$ cat src/inc/adcsq_defines.vh
// constants shared by the converter sequencer design files
`ifndef ADCSQ_DEFINES_VH
`define ADCSQ_DEFINES_VH

// register byte addresses on the wishbone bus
`define ADCSQ_ADDR_CTRL0        4'h0
`define ADCSQ_ADDR_CTRL2        4'h4
`define ADCSQ_ADDR_RES_HIGH     4'h8
`define ADCSQ_ADDR_RES_LOW      4'hC
`define ADCSQ_ADDR_STATUS_W     5'h10

// reset values
`define ADCSQ_CTRL0_RESET       8'h00
`define ADCSQ_CTRL2_RESET       8'h00

// control zero fields
`define ADCSQ_C0_ON             0
`define ADCSQ_C0_GO             1
`define ADCSQ_C0_CHS_LO         2
`define ADCSQ_C0_CHS_HI         5
`define ADCSQ_C0_MASK           8'h3F

// control two fields
`define ADCSQ_C2_CS_LO          0
`define ADCSQ_C2_CS_HI          2
`define ADCSQ_C2_ACQ_LO         3
`define ADCSQ_C2_ACQ_HI         5
`define ADCSQ_C2_FMT            7
`define ADCSQ_C2_MASK           8'hBF

// status register fields
`define ADCSQ_ST_DONE           0
`define ADCSQ_ST_IRQEN          1
`define ADCSQ_ST_GIE            2

// channel limits
`define ADCSQ_CH_LAST           4'hC
`define ADCSQ_CH_LAST_SMALL     4'h9

// clock select codes
`define ADCSQ_CS_RC             3'h7

// timing
`define ADCSQ_BIT_CNT_W         4
`define ADCSQ_BIT_LAST          4'hB
`define ADCSQ_GAP_PERIODS       5'h02
`define ADCSQ_DIV_W             7
`define ADCSQ_RC_DIV            7'h32
`define ADCSQ_TCY_CYCLES        7'h04

// floating input value for unimplemented channels
`define ADCSQ_FLOAT_VALUE       12'h800

`endif

$ cat src/hw/adcsq_clkgen.v
// conversion bit period enable generator
`timescale 1ns/10ps
module adcsq_clkgen (
    input  wire       clock_in,    // system clock
    input  wire       resetn_in,   // async reset, low
    input  wire       run_in,      // divider runs while high
    input  wire [2:0] sel_in,      // conversion clock select
    output reg        tick_out     // one cycle per bit period
);
`include "adcsq_defines.vh"

    reg  [`ADCSQ_DIV_W-1:0] cnt_reg;    // divider count
    reg  [`ADCSQ_DIV_W-1:0] limit;      // terminal count

    // ----------------------------------------------------------
    // division table
    // ----------------------------------------------------------
    // codes 0..7 give fosc/2,8,32,2,4,16,64,rc; rc is modelled by a fixed
    // slow division since the internal oscillator is not in this clock
    always @* begin
        case (sel_in)
            3'h0:    limit = 7'h01;
            3'h1:    limit = 7'h07;
            3'h2:    limit = 7'h1F;
            3'h4:    limit = 7'h03;
            3'h5:    limit = 7'h0F;
            3'h6:    limit = 7'h3F;
            `ADCSQ_CS_RC: limit = `ADCSQ_RC_DIV;
            default: limit = 7'h01;
        endcase
    end

    // free divider, held at zero while run is low, restarts when run rises
    always @(posedge clock_in or negedge resetn_in) begin
        if (!resetn_in) begin
            cnt_reg  <= 7'h00;
            tick_out <= 1'b0;
        end else if (!run_in) begin
            cnt_reg  <= 7'h00;
            tick_out <= 1'b0;
        end else if (cnt_reg >= limit) begin
            cnt_reg  <= 7'h00;
            tick_out <= 1'b1;
        end else begin
            cnt_reg  <= cnt_reg + 7'h01;
            tick_out <= 1'b0;
        end
    end
endmodule

$ cat src/hw/adcsq_sar.v
// successive approximation register, one bit per tick
`timescale 1ns/10ps
module adcsq_sar (
    input  wire        clock_in,    // system clock
    input  wire        resetn_in,   // async reset, low
    input  wire        load_in,     // start a new approximation
    input  wire        tick_in,     // bit period enable
    input  wire        cmp_in,      // comparator: input above trial
    output reg  [11:0] trial_out,   // current trial code
    output reg         last_out     // final bit decided on the previous tick
);
`include "adcsq_defines.vh"

    reg  [`ADCSQ_BIT_CNT_W-1:0] idx_reg;  // bits decided so far
    reg  [11:0]                 mask_reg; // bit under trial

    // approximation walks from msb down to lsb
    always @(posedge clock_in or negedge resetn_in) begin
        if (!resetn_in) begin
            trial_out <= 12'h000;
            mask_reg  <= 12'h800;
            idx_reg   <= 4'h0;
            last_out  <= 1'b0;
        end else if (load_in) begin
            trial_out <= 12'h800;
            mask_reg  <= 12'h800;
            idx_reg   <= 4'h0;
            last_out  <= 1'b0;
        end else if (tick_in) begin
            // keep or drop the trial bit, then set the next one
            trial_out <= (cmp_in ? trial_out : (trial_out & ~mask_reg)) | (mask_reg >> 1);
            mask_reg  <= mask_reg >> 1;
            idx_reg   <= idx_reg + 4'h1;
            last_out  <= (idx_reg == `ADCSQ_BIT_LAST);
        end else begin
            last_out  <= 1'b0;
        end
    end
endmodule

$ cat src/hw/adcsq_top.v
// converter sequencer: registers, acquisition, conversion and result
//
// Chosen here: the address map and the Wishbone register port.
`timescale 1ns/10ps
`include "adcsq_defines.vh"
// Function
// channel code 0..12 valid; above picks none
// unimplemented channel still converts, floating value
// 12-bit result in high/low byte pair
// start flag set starts; clears at completion
// software powers and configures before starting
// format bit selects right or left justify
// acquisition code maps to 20..0 periods
// acquisition interval counted before conversion
// clock select picks rc or fosc division
// rc clock adds one instruction cycle delay
// result untouched by bus reset
// wait two bit periods before next acquisition
// done flag set at completion, software clears
// software allows minimum sampling after channel change
// software adjusts clock select in power modes
// clock source held during conversion; here a ctrl2 write changes clk_sel at once, even mid-conversion
// rc clock recommended below 1 mhz
// rc clock required for sleep conversions
// zero acquisition delays one instruction cycle
// idle-on-sleep cleared before sleep conversion
// compare trigger starts when on, else ignored
// result, flag clear and done in one cycle
module adcsq_top (
    input  wire        clock_in,      // system clock, 50 mhz
    input  wire        resetn_in,     // async reset, low
    input  wire        por_in,        // power-on or brown-out reset pulse
    input  wire        large_pkg_in,  // high on 13-input packages
    input  wire [31:0] wb_adr_in,     // wishbone address
    input  wire [31:0] wb_dat_in,     // wishbone write data
    input  wire [3:0]  wb_sel_in,     // wishbone byte selects
    input  wire        wb_we_in,      // wishbone write enable
    input  wire        wb_cyc_in,     // wishbone cycle
    input  wire        wb_stb_in,     // wishbone strobe
    output reg  [31:0] wb_dat_out,    // wishbone read data
    output reg         wb_ack_out,    // wishbone acknowledge
    input  wire        trig_in,       // compare unit special event pulse
    input  wire        trig_mode_in,  // compare unit in trigger mode
    input  wire        cmp_in,        // analog comparator result
    output reg  [3:0]  mux_sel_out,   // analog input mux select
    output reg         mux_valid_out, // selected input exists
    output reg         sample_out,    // hold capacitor connected
    output reg  [11:0] dac_out,       // trial code to the dac
    output reg         irq_out        // conversion done interrupt
);

    // ----------------------------------------------------------
    // sequencer states
    // ----------------------------------------------------------
    localparam ST_IDLE  = 3'h0;  // waiting for start
    localparam ST_DELAY = 3'h1;  // one instruction cycle delay
    localparam ST_ACQ   = 3'h2;  // programmed acquisition
    localparam ST_CONV  = 3'h3;  // approximating
    localparam ST_GAP   = 3'h4;  // discharge before next acquisition

    // ----------------------------------------------------------
    // registers and state
    // ----------------------------------------------------------
    reg  [7:0]  ctrl0_reg;       // channel, start flag, power
    reg  [7:0]  ctrl2_reg;       // format, acquisition, clock select
    reg  [11:0] result_reg;      // last conversion result
    reg         done_reg;        // conversion done flag
    reg         irqen_reg;       // conversion irq enable
    reg         gie_reg;         // global irq enable
    reg  [2:0]  state_reg;       // sequencer state
    reg  [4:0]  acq_cnt_reg;     // periods left in acquisition or gap
    reg  [6:0]  dly_cnt_reg;     // instruction cycle delay count
    reg         float_reg;       // conversion on missing channel
    reg  [7:0]  rd_data;         // read mux
    reg  [4:0]  acq_periods;     // decoded acquisition length

    wire        bus_req;         // valid access this cycle
    wire        bus_wr;          // write strobe, lane 0
    wire [4:0]  byte_adr;        // low address bits
    wire        conv_on;         // converter powered
    wire        go_flag;         // start flag
    wire [3:0]  chan;            // channel select
    wire        chan_ok;         // channel is implemented
    wire [2:0]  clk_sel;         // conversion clock select
    wire [2:0]  acq_sel;         // acquisition select
    wire        tick;            // bit period enable
    wire        sar_last;        // approximation finished
    wire [11:0] trial;           // sar trial code
    wire        run_div;         // divider enabled
    wire        sw_go;           // software writes start flag high
    wire        hw_go;           // trigger start
    wire [15:0] res_pair;        // justified result pair
    wire        conv_end;        // conversion completes this cycle

    assign bus_req  = wb_cyc_in & wb_stb_in & ~wb_ack_out;
    assign bus_wr   = bus_req & wb_we_in & wb_sel_in[0];
    assign byte_adr = wb_adr_in[4:0];
    assign conv_on  = ctrl0_reg[`ADCSQ_C0_ON];
    assign go_flag  = ctrl0_reg[`ADCSQ_C0_GO];
    assign chan     = ctrl0_reg[`ADCSQ_C0_CHS_HI:`ADCSQ_C0_CHS_LO];
    assign clk_sel  = ctrl2_reg[`ADCSQ_C2_CS_HI:`ADCSQ_C2_CS_LO];
    assign acq_sel  = ctrl2_reg[`ADCSQ_C2_ACQ_HI:`ADCSQ_C2_ACQ_LO];
    // small packages stop at input 9, large at 12
    assign chan_ok  = large_pkg_in ? (chan <= `ADCSQ_CH_LAST) : (chan <= `ADCSQ_CH_LAST_SMALL);
    assign sw_go    = bus_wr && (byte_adr == {1'b0, `ADCSQ_ADDR_CTRL0}) && wb_dat_in[`ADCSQ_C0_GO]
                      && wb_dat_in[`ADCSQ_C0_ON];
    assign hw_go    = trig_in & trig_mode_in & conv_on;
    assign run_div  = (state_reg == ST_ACQ) || (state_reg == ST_CONV) || (state_reg == ST_GAP);
    assign conv_end = (state_reg == ST_CONV) && sar_last;

    // ----------------------------------------------------------
    // result justification
    // ----------------------------------------------------------
    // right justify pads zeros above, left justify pads below
    assign res_pair = ctrl2_reg[`ADCSQ_C2_FMT] ? {4'h0, result_reg} : {result_reg, 4'h0};

    // acquisition code to bit periods
    always @* begin
        case (acq_sel)
            3'h7:    acq_periods = 5'h14;
            3'h6:    acq_periods = 5'h10;
            3'h5:    acq_periods = 5'h0C;
            3'h4:    acq_periods = 5'h08;
            3'h3:    acq_periods = 5'h06;
            3'h2:    acq_periods = 5'h04;
            3'h1:    acq_periods = 5'h02;
            default: acq_periods = 5'h00;
        endcase
    end

    // ----------------------------------------------------------
    // bit clock and approximation engines
    // ----------------------------------------------------------
    adcsq_clkgen u_clkgen (
        .clock_in  (clock_in),
        .resetn_in (resetn_in),
        .run_in    (run_div),
        .sel_in    (clk_sel),
        .tick_out  (tick)
    );

    adcsq_sar u_sar (
        .clock_in  (clock_in),
        .resetn_in (resetn_in),
        .load_in   (state_reg != ST_CONV),
        .tick_in   (tick & (state_reg == ST_CONV)),
        .cmp_in    (cmp_in),
        .trial_out (trial),
        .last_out  (sar_last)
    );

    // ----------------------------------------------------------
    // control registers and sequencer
    // ----------------------------------------------------------
    // start flag is owned here: software or the compare trigger sets it, hardware clears it
    always @(posedge clock_in or negedge resetn_in) begin
        if (!resetn_in) begin
            ctrl0_reg   <= `ADCSQ_CTRL0_RESET;
            ctrl2_reg   <= `ADCSQ_CTRL2_RESET;
            done_reg    <= 1'b0;
            irqen_reg   <= 1'b0;
            gie_reg     <= 1'b0;
            state_reg   <= ST_IDLE;
            acq_cnt_reg <= 5'h00;
            dly_cnt_reg <= 7'h00;
            float_reg   <= 1'b0;
        end else begin
            // plain register writes
            if (bus_wr && byte_adr == {1'b0, `ADCSQ_ADDR_CTRL0}) begin
                ctrl0_reg[`ADCSQ_C0_CHS_HI:`ADCSQ_C0_CHS_LO] <= wb_dat_in[`ADCSQ_C0_CHS_HI:`ADCSQ_C0_CHS_LO];
                ctrl0_reg[`ADCSQ_C0_ON] <= wb_dat_in[`ADCSQ_C0_ON];
            end
            if (bus_wr && byte_adr == {1'b0, `ADCSQ_ADDR_CTRL2}) begin
                ctrl2_reg <= wb_dat_in[7:0] & `ADCSQ_C2_MASK;
            end
            if (bus_wr && byte_adr == `ADCSQ_ADDR_STATUS_W) begin
                irqen_reg <= wb_dat_in[`ADCSQ_ST_IRQEN];
                gie_reg   <= wb_dat_in[`ADCSQ_ST_GIE];
                // clearing done loses to a completion in the same cycle
                if (!wb_dat_in[`ADCSQ_ST_DONE] && !conv_end) begin
                    done_reg <= 1'b0;
                end
            end
            case (state_reg)
                ST_IDLE: begin
                    // a start with the converter off is not taken
                    if ((sw_go || hw_go) && !go_flag) begin
                        ctrl0_reg[`ADCSQ_C0_GO] <= 1'b1;
                        float_reg   <= ~chan_ok;
                        acq_cnt_reg <= acq_periods;
                        dly_cnt_reg <= `ADCSQ_TCY_CYCLES;
                        // rc clock or zero acquisition first lets a sleep execute
                        if (clk_sel == `ADCSQ_CS_RC || acq_periods == 5'h00) begin
                            state_reg <= ST_DELAY;
                        end else begin
                            state_reg <= ST_ACQ;
                        end
                    end
                end
                ST_DELAY: begin
                    // one instruction cycle of four system clocks
                    if (dly_cnt_reg <= 7'h01) begin
                        state_reg <= (acq_cnt_reg == 5'h00) ? ST_CONV : ST_ACQ;
                    end else begin
                        dly_cnt_reg <= dly_cnt_reg - 7'h01;
                    end
                end
                ST_ACQ: begin
                    if (acq_cnt_reg == 5'h00) begin
                        state_reg <= ST_CONV;
                    end else if (tick) begin
                        acq_cnt_reg <= acq_cnt_reg - 5'h01;
                    end
                end
                ST_CONV: begin
                    if (!conv_on) begin
                        // powering down aborts without a result
                        ctrl0_reg[`ADCSQ_C0_GO] <= 1'b0;
                        state_reg <= ST_IDLE;
                    end else if (sar_last) begin
                        // flag drop and done rise land with the result
                        ctrl0_reg[`ADCSQ_C0_GO] <= 1'b0;
                        done_reg    <= 1'b1;
                        acq_cnt_reg <= `ADCSQ_GAP_PERIODS;
                        state_reg   <= ST_GAP;
                    end
                end
                ST_GAP: begin
                    // sample switch stays open for two periods after the end
                    if (acq_cnt_reg == 5'h00) begin
                        state_reg <= ST_IDLE;
                    end else if (tick) begin
                        acq_cnt_reg <= acq_cnt_reg - 5'h01;
                    end
                end
                default: state_reg <= ST_IDLE;
            endcase
        end
    end

    // ----------------------------------------------------------
    // result register
    // ----------------------------------------------------------
    // no bus reset here: only a power-on or brown-out pulse disturbs it,
    // and then it loads the fixed floating value 12'h800
    always @(posedge clock_in) begin
        if (por_in) begin
            result_reg <= `ADCSQ_FLOAT_VALUE;
        end else if (conv_end && conv_on) begin
            result_reg <= float_reg ? `ADCSQ_FLOAT_VALUE : trial;
        end
    end

    // ----------------------------------------------------------
    // wishbone read mux
    // ----------------------------------------------------------
    always @* begin
        case (byte_adr)
            {1'b0, `ADCSQ_ADDR_CTRL0}:    rd_data = ctrl0_reg & `ADCSQ_C0_MASK;
            {1'b0, `ADCSQ_ADDR_CTRL2}:    rd_data = ctrl2_reg;
            {1'b0, `ADCSQ_ADDR_RES_HIGH}: rd_data = res_pair[15:8];
            {1'b0, `ADCSQ_ADDR_RES_LOW}:  rd_data = res_pair[7:0];
            `ADCSQ_ADDR_STATUS_W:         rd_data = {5'h00, gie_reg, irqen_reg, done_reg};
            default:                      rd_data = 8'h00;
        endcase
    end

    // single-wait-state slave; unmapped reads return zero
    always @(posedge clock_in or negedge resetn_in) begin
        if (!resetn_in) begin
            wb_ack_out <= 1'b0;
            wb_dat_out <= 32'h0000_0000;
        end else begin
            wb_ack_out <= bus_req;
            wb_dat_out <= bus_req ? {24'h00_0000, rd_data} : 32'h0000_0000;
        end
    end

    // ----------------------------------------------------------
    // analog side and interrupt outputs
    // ----------------------------------------------------------
    always @(posedge clock_in or negedge resetn_in) begin
        if (!resetn_in) begin
            mux_sel_out   <= 4'h0;
            mux_valid_out <= 1'b0;
            sample_out    <= 1'b0;
            dac_out       <= 12'h000;
            irq_out       <= 1'b0;
        end else begin
            mux_sel_out   <= chan;
            mux_valid_out <= chan_ok;
            // hold capacitor tracks while powered, except while converting or discharging
            sample_out    <= conv_on && (state_reg != ST_CONV) && (state_reg != ST_GAP);
            dac_out       <= trial;
            irq_out       <= done_reg & irqen_reg & gie_reg;
        end
    end
endmodule

$ cat config.mk
export PLATFORM = sky130hd
export DESIGN_NAME = adcsq_top
export DESIGN_NICKNAME = d
export VERILOG_FILES = /design/src/hw/adcsq_clkgen.v /design/src/hw/adcsq_sar.v /design/src/hw/adcsq_top.v
export VERILOG_INCLUDE_DIRS = /design/src /design/src/inc
export SDC_FILE = /design/constraint.sdc
export NUM_CORES = 1
export LEC_CHECK = 0
export BUFFER_PORTS_ARGS = -buffer_cell sky130_fd_sc_hd__buf_4
export CAP_MARGIN = 20
export CORE_MARGIN = 3
export CORE_UTILIZATION = 54
export CTS_CLUSTER_DIAMETER = 50
export DETAILED_ROUTE_END_ITERATION = 8
export PLACE_DENSITY = 0.91
export SYNTH_ARGS = -nofsm -noshare
export SYNTH_HDL_FRONTEND = slang
export SYNTH_HIERARCHICAL = 1
export SYNTH_SLANG_ARGS = --single-unit
$ cat constraint.sdc
create_clock -name clock_in -period 2.7 [get_ports clock_in]
set_input_delay 0.405 -clock clock_in [delete_from_list [all_inputs] [get_ports clock_in]]
set_output_delay 0.405 -clock clock_in [all_outputs]
set_load 0.03 [all_outputs]
== Yosys cells after proc, flatten, opt, wreduce, memory -nomap -nowiden ==
Cells that the tools add are included.

* Add/subtract/negate cells: 4
* Order comparisons: 4
* Equality and inequality tests: 34
* Multiplexer cells: 47
* Bitwise operators: 14
* Reductions and logical operators: 32

{| class="wikitable"
|+ Operator list
! kind !! number
|-
| 12-bit 2-to-1 mux || 6
|-
| 8-bit one-hot mux with 5 select lines || 1
|-
| 6-bit one-hot mux with 6 select lines || 1
|-
| 5-bit one-hot mux with 7 select lines || 1
|-
| 7-bit 2-to-1 mux || 4
|-
| 3-bit == test, second input constant || 9
|-
| 5-bit 2-to-1 mux || 5
|-
| 3-bit 2-to-1 mux || 6
|-
| 16-bit 2-to-1 mux || 1
|-
| 3-bit by 2-bit == test with 1-bit output, second input constant || 5
|-
| 5-bit logical NOT || 3
|-
| 3-bit one-hot mux with 5 select lines || 1
|-
| 5-bit one-hot mux with 3 select lines || 1
|-
| 1-bit 2-to-1 mux || 14
|-
| 7-bit one-hot mux with 2 select lines || 1
|-
| 12-bit AND || 1
|-
| 12-bit inverter || 1
|-
| 12-bit by 11-bit bitwise OR with 12-bit output || 1
|-
| 1-bit logical AND || 11
|-
| 5-bit by 4-bit == test with 1-bit output, second input constant || 2
|-
| 2-bit inequality test, second input constant || 5
|-
| 1-bit AND || 9
|-
| 3-bit by 1-bit == test with 1-bit output, second input constant || 3
|-
| 4-bit <= comparator, second input constant || 2
|-
| 27 further kinds || 41
|}

* Register bits after elaboration: 109
* Input port bits: 78
* Logic and storage cells: 159

== Longest topological paths before layout ==
Gate-level depths: netlist of the first run.

* Depth after elaboration: 11
* Mapped depth: 8
* Gate-level depth less buffers: 8

== Hierarchy ==
The synthesis of the first run kept the hierarchy.

{| class="wikitable"
|+ By module, submodules not included
! module !! instances !! cells each !! area an instance (um2)
|-
| adcsq_top || 1 || 331 || 3479.6
|-
| adcsq_sar || 1 || 111 || 1213.7
|-
| adcsq_clkgen || 1 || 57 || 589.3
|}

== Least setup slack after synthesis of the first run ==
Ideal clock, no wire load.

* Kind: reg-to-reg
* From: register ctrl2_reg[0]
* To: register u_clkgen.tick_out
* Library setup time: 0.119 ns
* Arrival: 2.133 ns
* Required time: 2.581 ns
* Setup slack: 0.448 ns
* Cell stages (with the launch flop): 9
* Clock period less this slack: 2.252 ns
* Cell sequence: dfrtp_1 > inv_1 > ha_1 > or4_1 > ha_1 > nand2b_1 > a211oi_2 > o21ai_1 > and2_1

* Longest elaborated chain between the ends: 5
* Elaborated cells between the ends (all ways): 10
* Classes of those cells: order compare (1); eq/ne (6); mux (3)

{| class="wikitable"
|+ RTL lines
! item !! line !! RTL
|-
| start, declared || adcsq_top.v:65 || <nowiki>reg [7:0] ctrl2_reg;</nowiki>
|-
| start signal, assigned || adcsq_top.v:159 || <nowiki>ctrl2_reg <= `ADCSQ_CTRL2_RESET;</nowiki>
|-
| start signal, assigned || adcsq_top.v:174 || <nowiki>ctrl2_reg <= wb_dat_in[7:0] & `ADCSQ_C2_MASK;</nowiki>
|-
| 3-bit == test, or another cell as far along || adcsq_clkgen.v:21 || <nowiki>case (sel_in)</nowiki>
|-
| 6-bit one-hot mux with 6 select lines (*) || adcsq_clkgen.v:21 ||
|-
| 7-bit by 6-bit >= comparator with 1-bit output (*) || adcsq_clkgen.v:41 || <nowiki>end else if (cnt_reg >= limit) begin</nowiki>
|-
| 1-bit 2-to-1 mux (*) || adcsq_clkgen.v:41 ||
|-
| 1-bit 2-to-1 mux (*) || adcsq_clkgen.v:38 || <nowiki>end else if (!run_in) begin</nowiki>
|-
| end signal, assigned || adcsq_clkgen.v:37 || <nowiki>tick_out <= 1'b0;</nowiki>
|-
| end signal, assigned || adcsq_clkgen.v:40 || <nowiki>tick_out <= 1'b0;</nowiki>
|-
| end signal, assigned || adcsq_clkgen.v:43 || <nowiki>tick_out <= 1'b1;</nowiki>
|-
| end, declared || adcsq_clkgen.v:8 || <nowiki>output reg tick_out</nowiki>
|}

Every way passes the cells marked *; elsewhere a longest branch is shown, timed or not.
A chain may end at the register's enable or synchronous reset.

== Worst setup path after layout of the first run ==
Ends and elaborated chain as after synthesis.

==> results.txt, run 1 <==
Clock skew: 0.01108 ns
Number of inserted diodes: 0
Post-Syn Area: 5283 um^2
GRT met3 Usage: 3.521%
Worst-Skew Late Latency: 0.37 ns
Hold Buf Count CTS: 0
Most area-consuming cells after synthesis: dfrtp_1, dfxtp_1, a21oi_1, buf_4, ha_1
Peak VDD IR: 0.3907 mV
Synthesis-to-layout area growth: 11.82%
I/O pins: 130
Final Net Count: 637
Worst Setup Start Kind: flop
Site row count: 35
CTS buffer count: 9
Largest net degree at the start of global routing: 48
Initial antenna violation count: 0
Yosys top cell by area: dfrtp_1
Routed via count: 4012
Leak Pwr: 2.728 nW
RSZ-0062 raised after global routing: false
Total grt overflow: 0
Routability cong.: 0.8810
Hold Violations, Final: 0
Initial core utilization: 56.37%
Via-to-Cell Ratio: 5.917
Worst setup margin: 0.1968 ns
First-pass GRT wire length: 19790 um
Root Driver: clkbuf_8
Die W: 104.9 um
# Max-Cap Violations: 0
Pwr per Cell Area: 666.8 nW/um^2
Worst-Margin Slew: 0.6545 ns
Final Setup Violations: 0
Fraction of layout cells with a size suffix above 1: 18.58%
Clock transition at path regs: 0.10 ns
Avg Cell Area, Syn: 10.59 um^2
Routed WL: 11730 um
1st-pass router iterations: 5
Library cells used by synthesis: 75
Vias in the first global route: 3950
Cells after Synth: 499
CP max FO: 6
Met2 usage: 37.26%
M1 GR Usage: 28.93%
Min Tclk post-route: 2.503 ns
Relative slew slack: 56.28%
Iter 0 DRT Violations: 293
Critical path type: reg -> reg
Register area share after synthesis: 50.52%
EDFF count, synth: 0
Number of remaining DRC errors: 0
Clock sinks: 109
# port buffers: 50
Synth async-reset ratio: 88.99%
GRT Max-Usage Layer: met2
Dpl hpwl: 8359 um
Worst Path Required: 2.96 ns
Achievable Freq: 399.5 MHz
CP Data Arrival Time: 2.77 ns
Antenna Violating Nets Remaining: 0
DIE HEIGHT: 104.9 um
Fillers: 727
Element type at the critical path end: flop
Final Util: 63.03%
Post-CTS Setup Inserts: 0
Top-area cell type share of the netlist area: 45.48%
CTS tree: built
WL/cell: 17.30 um
Place WS: 0.2443 ns
Ys Warns: 6
Post-cts resize count: 0
Run status: finished clean
Fin crit share: 92.71%
Slew Limit Fails: 0
WHS: 0.01647 ns
Die area: 11010 um^2
Gr usage total: 22.29%
Core Footprint: 9371 um^2
Clock buffer depth: 2
# H-tree levels: 3
Hold WC Path Type: in -> async
Seq cells post-synth: 109
Final setup TNS: 0 ns
Synth Flop Type: dfrtp_1
## cells in the final DEF, fill, tap and decap left out, types with 6 or more instances in the layout
cell	instances
dfrtp_1	96
buf_4	58
nor2_1	46
a21oi_1	42
conb_1	24
nand2_1	21
nand2b_1	18
inv_1	17
and3_1	17
ha_1	15
nor3_1	12
a311oi_1	12
dfxtp_1	12
mux2_2	10
clkbuf_8	10
mux2i_1	8
nand3_1	7
nor2b_1	7
o21ai_0	6
o21ai_1	6
xnor2_1	6
mux2_1	6
## stage by stage
step                      instance area [um^2]  total power [mW]  std cells
after floorplan                           5369             2.605        522
after global placement                    5678             2.761        662
after detailed placement                  5678             2.830        662
after CTS                                 5907             3.942        678
after global routing                      5907             4.141        678
final                                     5907             3.939        678
## power by group
group          total (mW)  switching, mW  internal [mW]
sequential           1.93          0.177           1.75
combinational       0.897          0.521          0.376
clock                1.11          0.559          0.556
## synthesized netlist by cell type, drive strengths merged, types with 5 or more instances
library cell	n
dfrtp	96
nor2	47
a21oi	42
buf	37
nand2	21
and3	18
nand2b	18
inv	17
mux2	17
ha	15
nor3	14
o21ai	13
a311oi	12
dfxtp	12
clkbuf	10
mux2i	8
nand3	7
nor2b	7
xnor2	6
a32oi	5
and2	5
nor4	5
xor2	5
## per-layer routing
layer	routed length, um	vias to the layer above
met2	5964	168
li1	-	1828
met1	4708	1979
met4	369	0
met5	0	-
met3	686	37
## path summary, 6_finish.rpt
path                                endpoint                from  slack (ns)  cells past startpoint
hold reg to reg                   dac_out[3]  u_sar/trial_out[3]        0.43                      0
max in group asynchronous       ctrl2_reg[1]           resetn_in        1.97                      2
hold / removal                    dac_out[6]           resetn_in        0.02                      1
setup / recovery           u_clkgen/tick_out        ctrl2_reg[0]        0.20                      8
setup reg to reg           u_clkgen/tick_out        ctrl2_reg[0]        0.20                      8
min in group clock_in           ctrl2_reg[7]        wb_dat_in[7]        0.24                      2
## kinds of logic after synthesis
logic type / Yosys count / synth area share (%)
AOI/OAI and AO/OA: 110 / 14.71
buffers and inverters: 64 / 6.703
other: 1 / 0.07099
DFF: 109 / 50.52
adders and majority gates: 15 / 3.553
and+or+nand+nor: 164 / 17.41
muxes: 25 / 5.211
xor gates and xnor gates: 11 / 1.824
## worst max-delay path: stages (launching register included)
cell and delay, ns:
dfrtp_1 0.49, inv_1 0.11, ha_1 0.27, or4_1 0.52, ha_1 0.28, nand2b_1 0.15, a211oi_2 0.33, o21ai_1 0.09
and2_1 0.16
## layout make-up
cell class	instances	area (um^2)	area share (%)
tap	129	161.4	2.732
timing repair buffer	58	435.4	7.371
clock inverter	6	91.34	1.546
inverter	17	63.81	1.080
sequential	109	2669	45.18
multi-input combinational	349	2349	39.76
clock buffer	10	137.6	2.330
(Power assumes the default switching activity.)
==> run 2: changes to the inputs <==
Settings changed: PLACE_DENSITY 0.91 to 0.81.
==> run 2 against run 1 <==
Die area unchanged. Highest routed layer unchanged. Maximum frequency increased by 0.72%. Sequential cell count unchanged. Non-clock buffer count unchanged.
==> results.txt, run 2 (same netlist as run 1, synthesis figures left out) <==
Run status: finished clean
Clock transition at path regs: 0.11 ns
Routed WL: 11320 um
Hold WC Path Type: in -> async
WL/cell: 16.69 um
WHS: 0.06968 ns
CTS tree: built
Element type at the critical path end: flop
Clock skew: 0.01210 ns
Commonest cells after routing, fill and taps aside: dfrtp_1, buf_4, nor2_1
Fin crit share: 92.05%
GRT Max-Usage Layer: met2
Crit path top cell by count: ha_1
RSZ-0062 raised after global routing: false
Dpl hpwl: 8188 um
Reg2reg start: ctrl2_reg[0]
Initial antenna violation count: 0
# port buffers: 50
Final setup TNS: 0 ns
Slew Limit Fails: 0
Leak Pwr: 2.731 nW
Largest net degree at the start of global routing: 54
FF-to-FF End: u_clkgen/tick_out
R2R depth: 8
Cell Chain, Critical Path: inv_1 -> ha_1 -> or4_1 -> ha_1 -> nand2b_1 -> a211oi_2 -> o21ai_1 -> and2_1
Clock sinks: 109
Int Pwr: 2.678 mW
Worst Path Required: 2.97 ns
Delay-heaviest family, CP: simple AND/OR/NAND/NOR gates
Hold Violations, Final: 0
Flop-to-flop setup slack: 0.21 ns
Via-to-Cell Ratio: 5.736
Final Net Count: 637
CTS buffer count: 9
Synthesis-to-layout area growth: 12.13%
CP max stage delay: 0.53 ns
Gr usage total: 20.75%
Pwr per Cell Area: 662.4 nW/um^2
CP max FO: 6
Comb power frac: 23.0%
Root Driver: clkbuf_8
Slowest library cell on the worst path: or4_1
Net Switching: 1.246 mW
Worst-Skew Late Latency: 0.37 ns
Clock buffer depth: 2
M1 GR Usage: 26.16%
Number of remaining DRC errors: 0
Min Tclk post-route: 2.485 ns
Power share of the sequential group: 48.4%
Commonest non-fill, non-tap cell in the layout: dfrtp_1
Site row count: 35
CP Data Arrival Time: 2.76 ns
First-pass GRT wire length: 18530 um
Crit path buf inv count: 1
Iter 0 DRT Violations: 409
Fraction of layout cells with a size suffix above 1: 18.40%
1st-pass router iterations: 6
Relative slew slack: 55.64%
Routability cong.: 0.9119
Hold Buf Count CTS: 0
Number of inserted diodes: 0
Core Footprint: 9371 um^2
Critical path type: reg -> reg
Worst Setup Start Kind: flop
Achievable Freq: 402.3 MHz
Clock power share: 28.6%
Post-cts resize count: 0
DIE HEIGHT: 104.9 um
Final Setup Violations: 0
Vias in the first global route: 3835
Die W: 104.9 um
Initial core utilization: 56.37%
Worst Setup SP: ctrl2_reg[0]
GRT met3 Usage: 4.262%
Routed via count: 3889
Die area: 11010 um^2
Antenna Violating Nets Remaining: 0
Met2 usage: 35.70%
# H-tree levels: 3
I/O pins: 130
Worst-Margin Slew: 0.6655 ns
Total grt overflow: 0
# Max-Cap Violations: 0
Switching part of the total power: 31.74%
Post-CTS Setup Inserts: 0
Peak VDD IR: 0.3270 mV
==> run 2: how the worst max path moves through the flow <==
stage / slack, ns / endpoint / cells after the start
finish: 0.21 / u_clkgen/tick_out / 8
CTS: 0.21 / u_clkgen/tick_out / 8
global placement: 0.31 / u_clkgen/tick_out / 8
detailed placement: 0.22 / u_clkgen/tick_out / 8
global route: 0.07 / u_clkgen/cnt_reg[5] / 8
floorplan: 0.45 / u_clkgen/tick_out / 8
==> run 2: routing by layer <==
metal | part of all wire (%) | vias to the layer above
li1 | - | 1825
met5 | 0 | -
met3 | 4.8 | 25
met4 | 2.2 | 0
met2 | 51 | 127
met1 | 42 | 1912
==> run 2: final cells by class <==
| class | count | area, um^2 |
|---|---|---|
| Clock buffer | 10 | 127.6 |
| Clock inverter | 6 | 105.1 |
| Fill cell | 738 | 3448 |
| Inverter | 17 | 63.81 |
| Multi-Input combinational cell | 349 | 2349 |
| Sequential cell | 109 | 2669 |
| Tap cell | 129 | 161.4 |
| Timing Repair Buffer | 58 | 447.9 |
==> run 2: worst register-to-register path, stage by stage (launching register included) <==
cell      delay, ns
dfrtp_1        0.47
inv_1          0.11
ha_1           0.26
or4_1          0.53
ha_1           0.29
nand2b_1       0.15
a211oi_2       0.35
o21ai_1        0.09
and2_1         0.16
==> run 2: power groups by stage <==
stage / logic, mW / registers [mW] / clock network, mW
global route: 1.00 / 1.92 / 1.21
detailed placement: 0.901 / 1.93 / 0
global placement: 0.859 / 1.92 / 0
floorplan: 0.718 / 1.89 / 0
finish: 0.902 / 1.90 / 1.12
CTS: 0.906 / 1.90 / 1.15
==> run 2: stage by stage <==
| stage | cells | util (%) | setup WS, ns | cell area (um^2) | power, mW |
|---|---|---|---|---|---|
| 2_1_floorplan | 522 | - | 0.4478 | 5369 | 2.605 |
| 3_3_place_gp | 662 | 60.72 | 0.3146 | 5690 | 2.775 |
| 3_5_place_dp | 662 | 60.72 | 0.2183 | 5690 | 2.829 |
| 4_1_cts | 678 | 63.20 | 0.2119 | 5923 | 3.954 |
| 5_1_grt | 678 | 63.20 | 0.06743 | 5923 | 4.130 |
| 6_report | 678 | 63.20 | 0.2146 | 5923 | 3.924 |
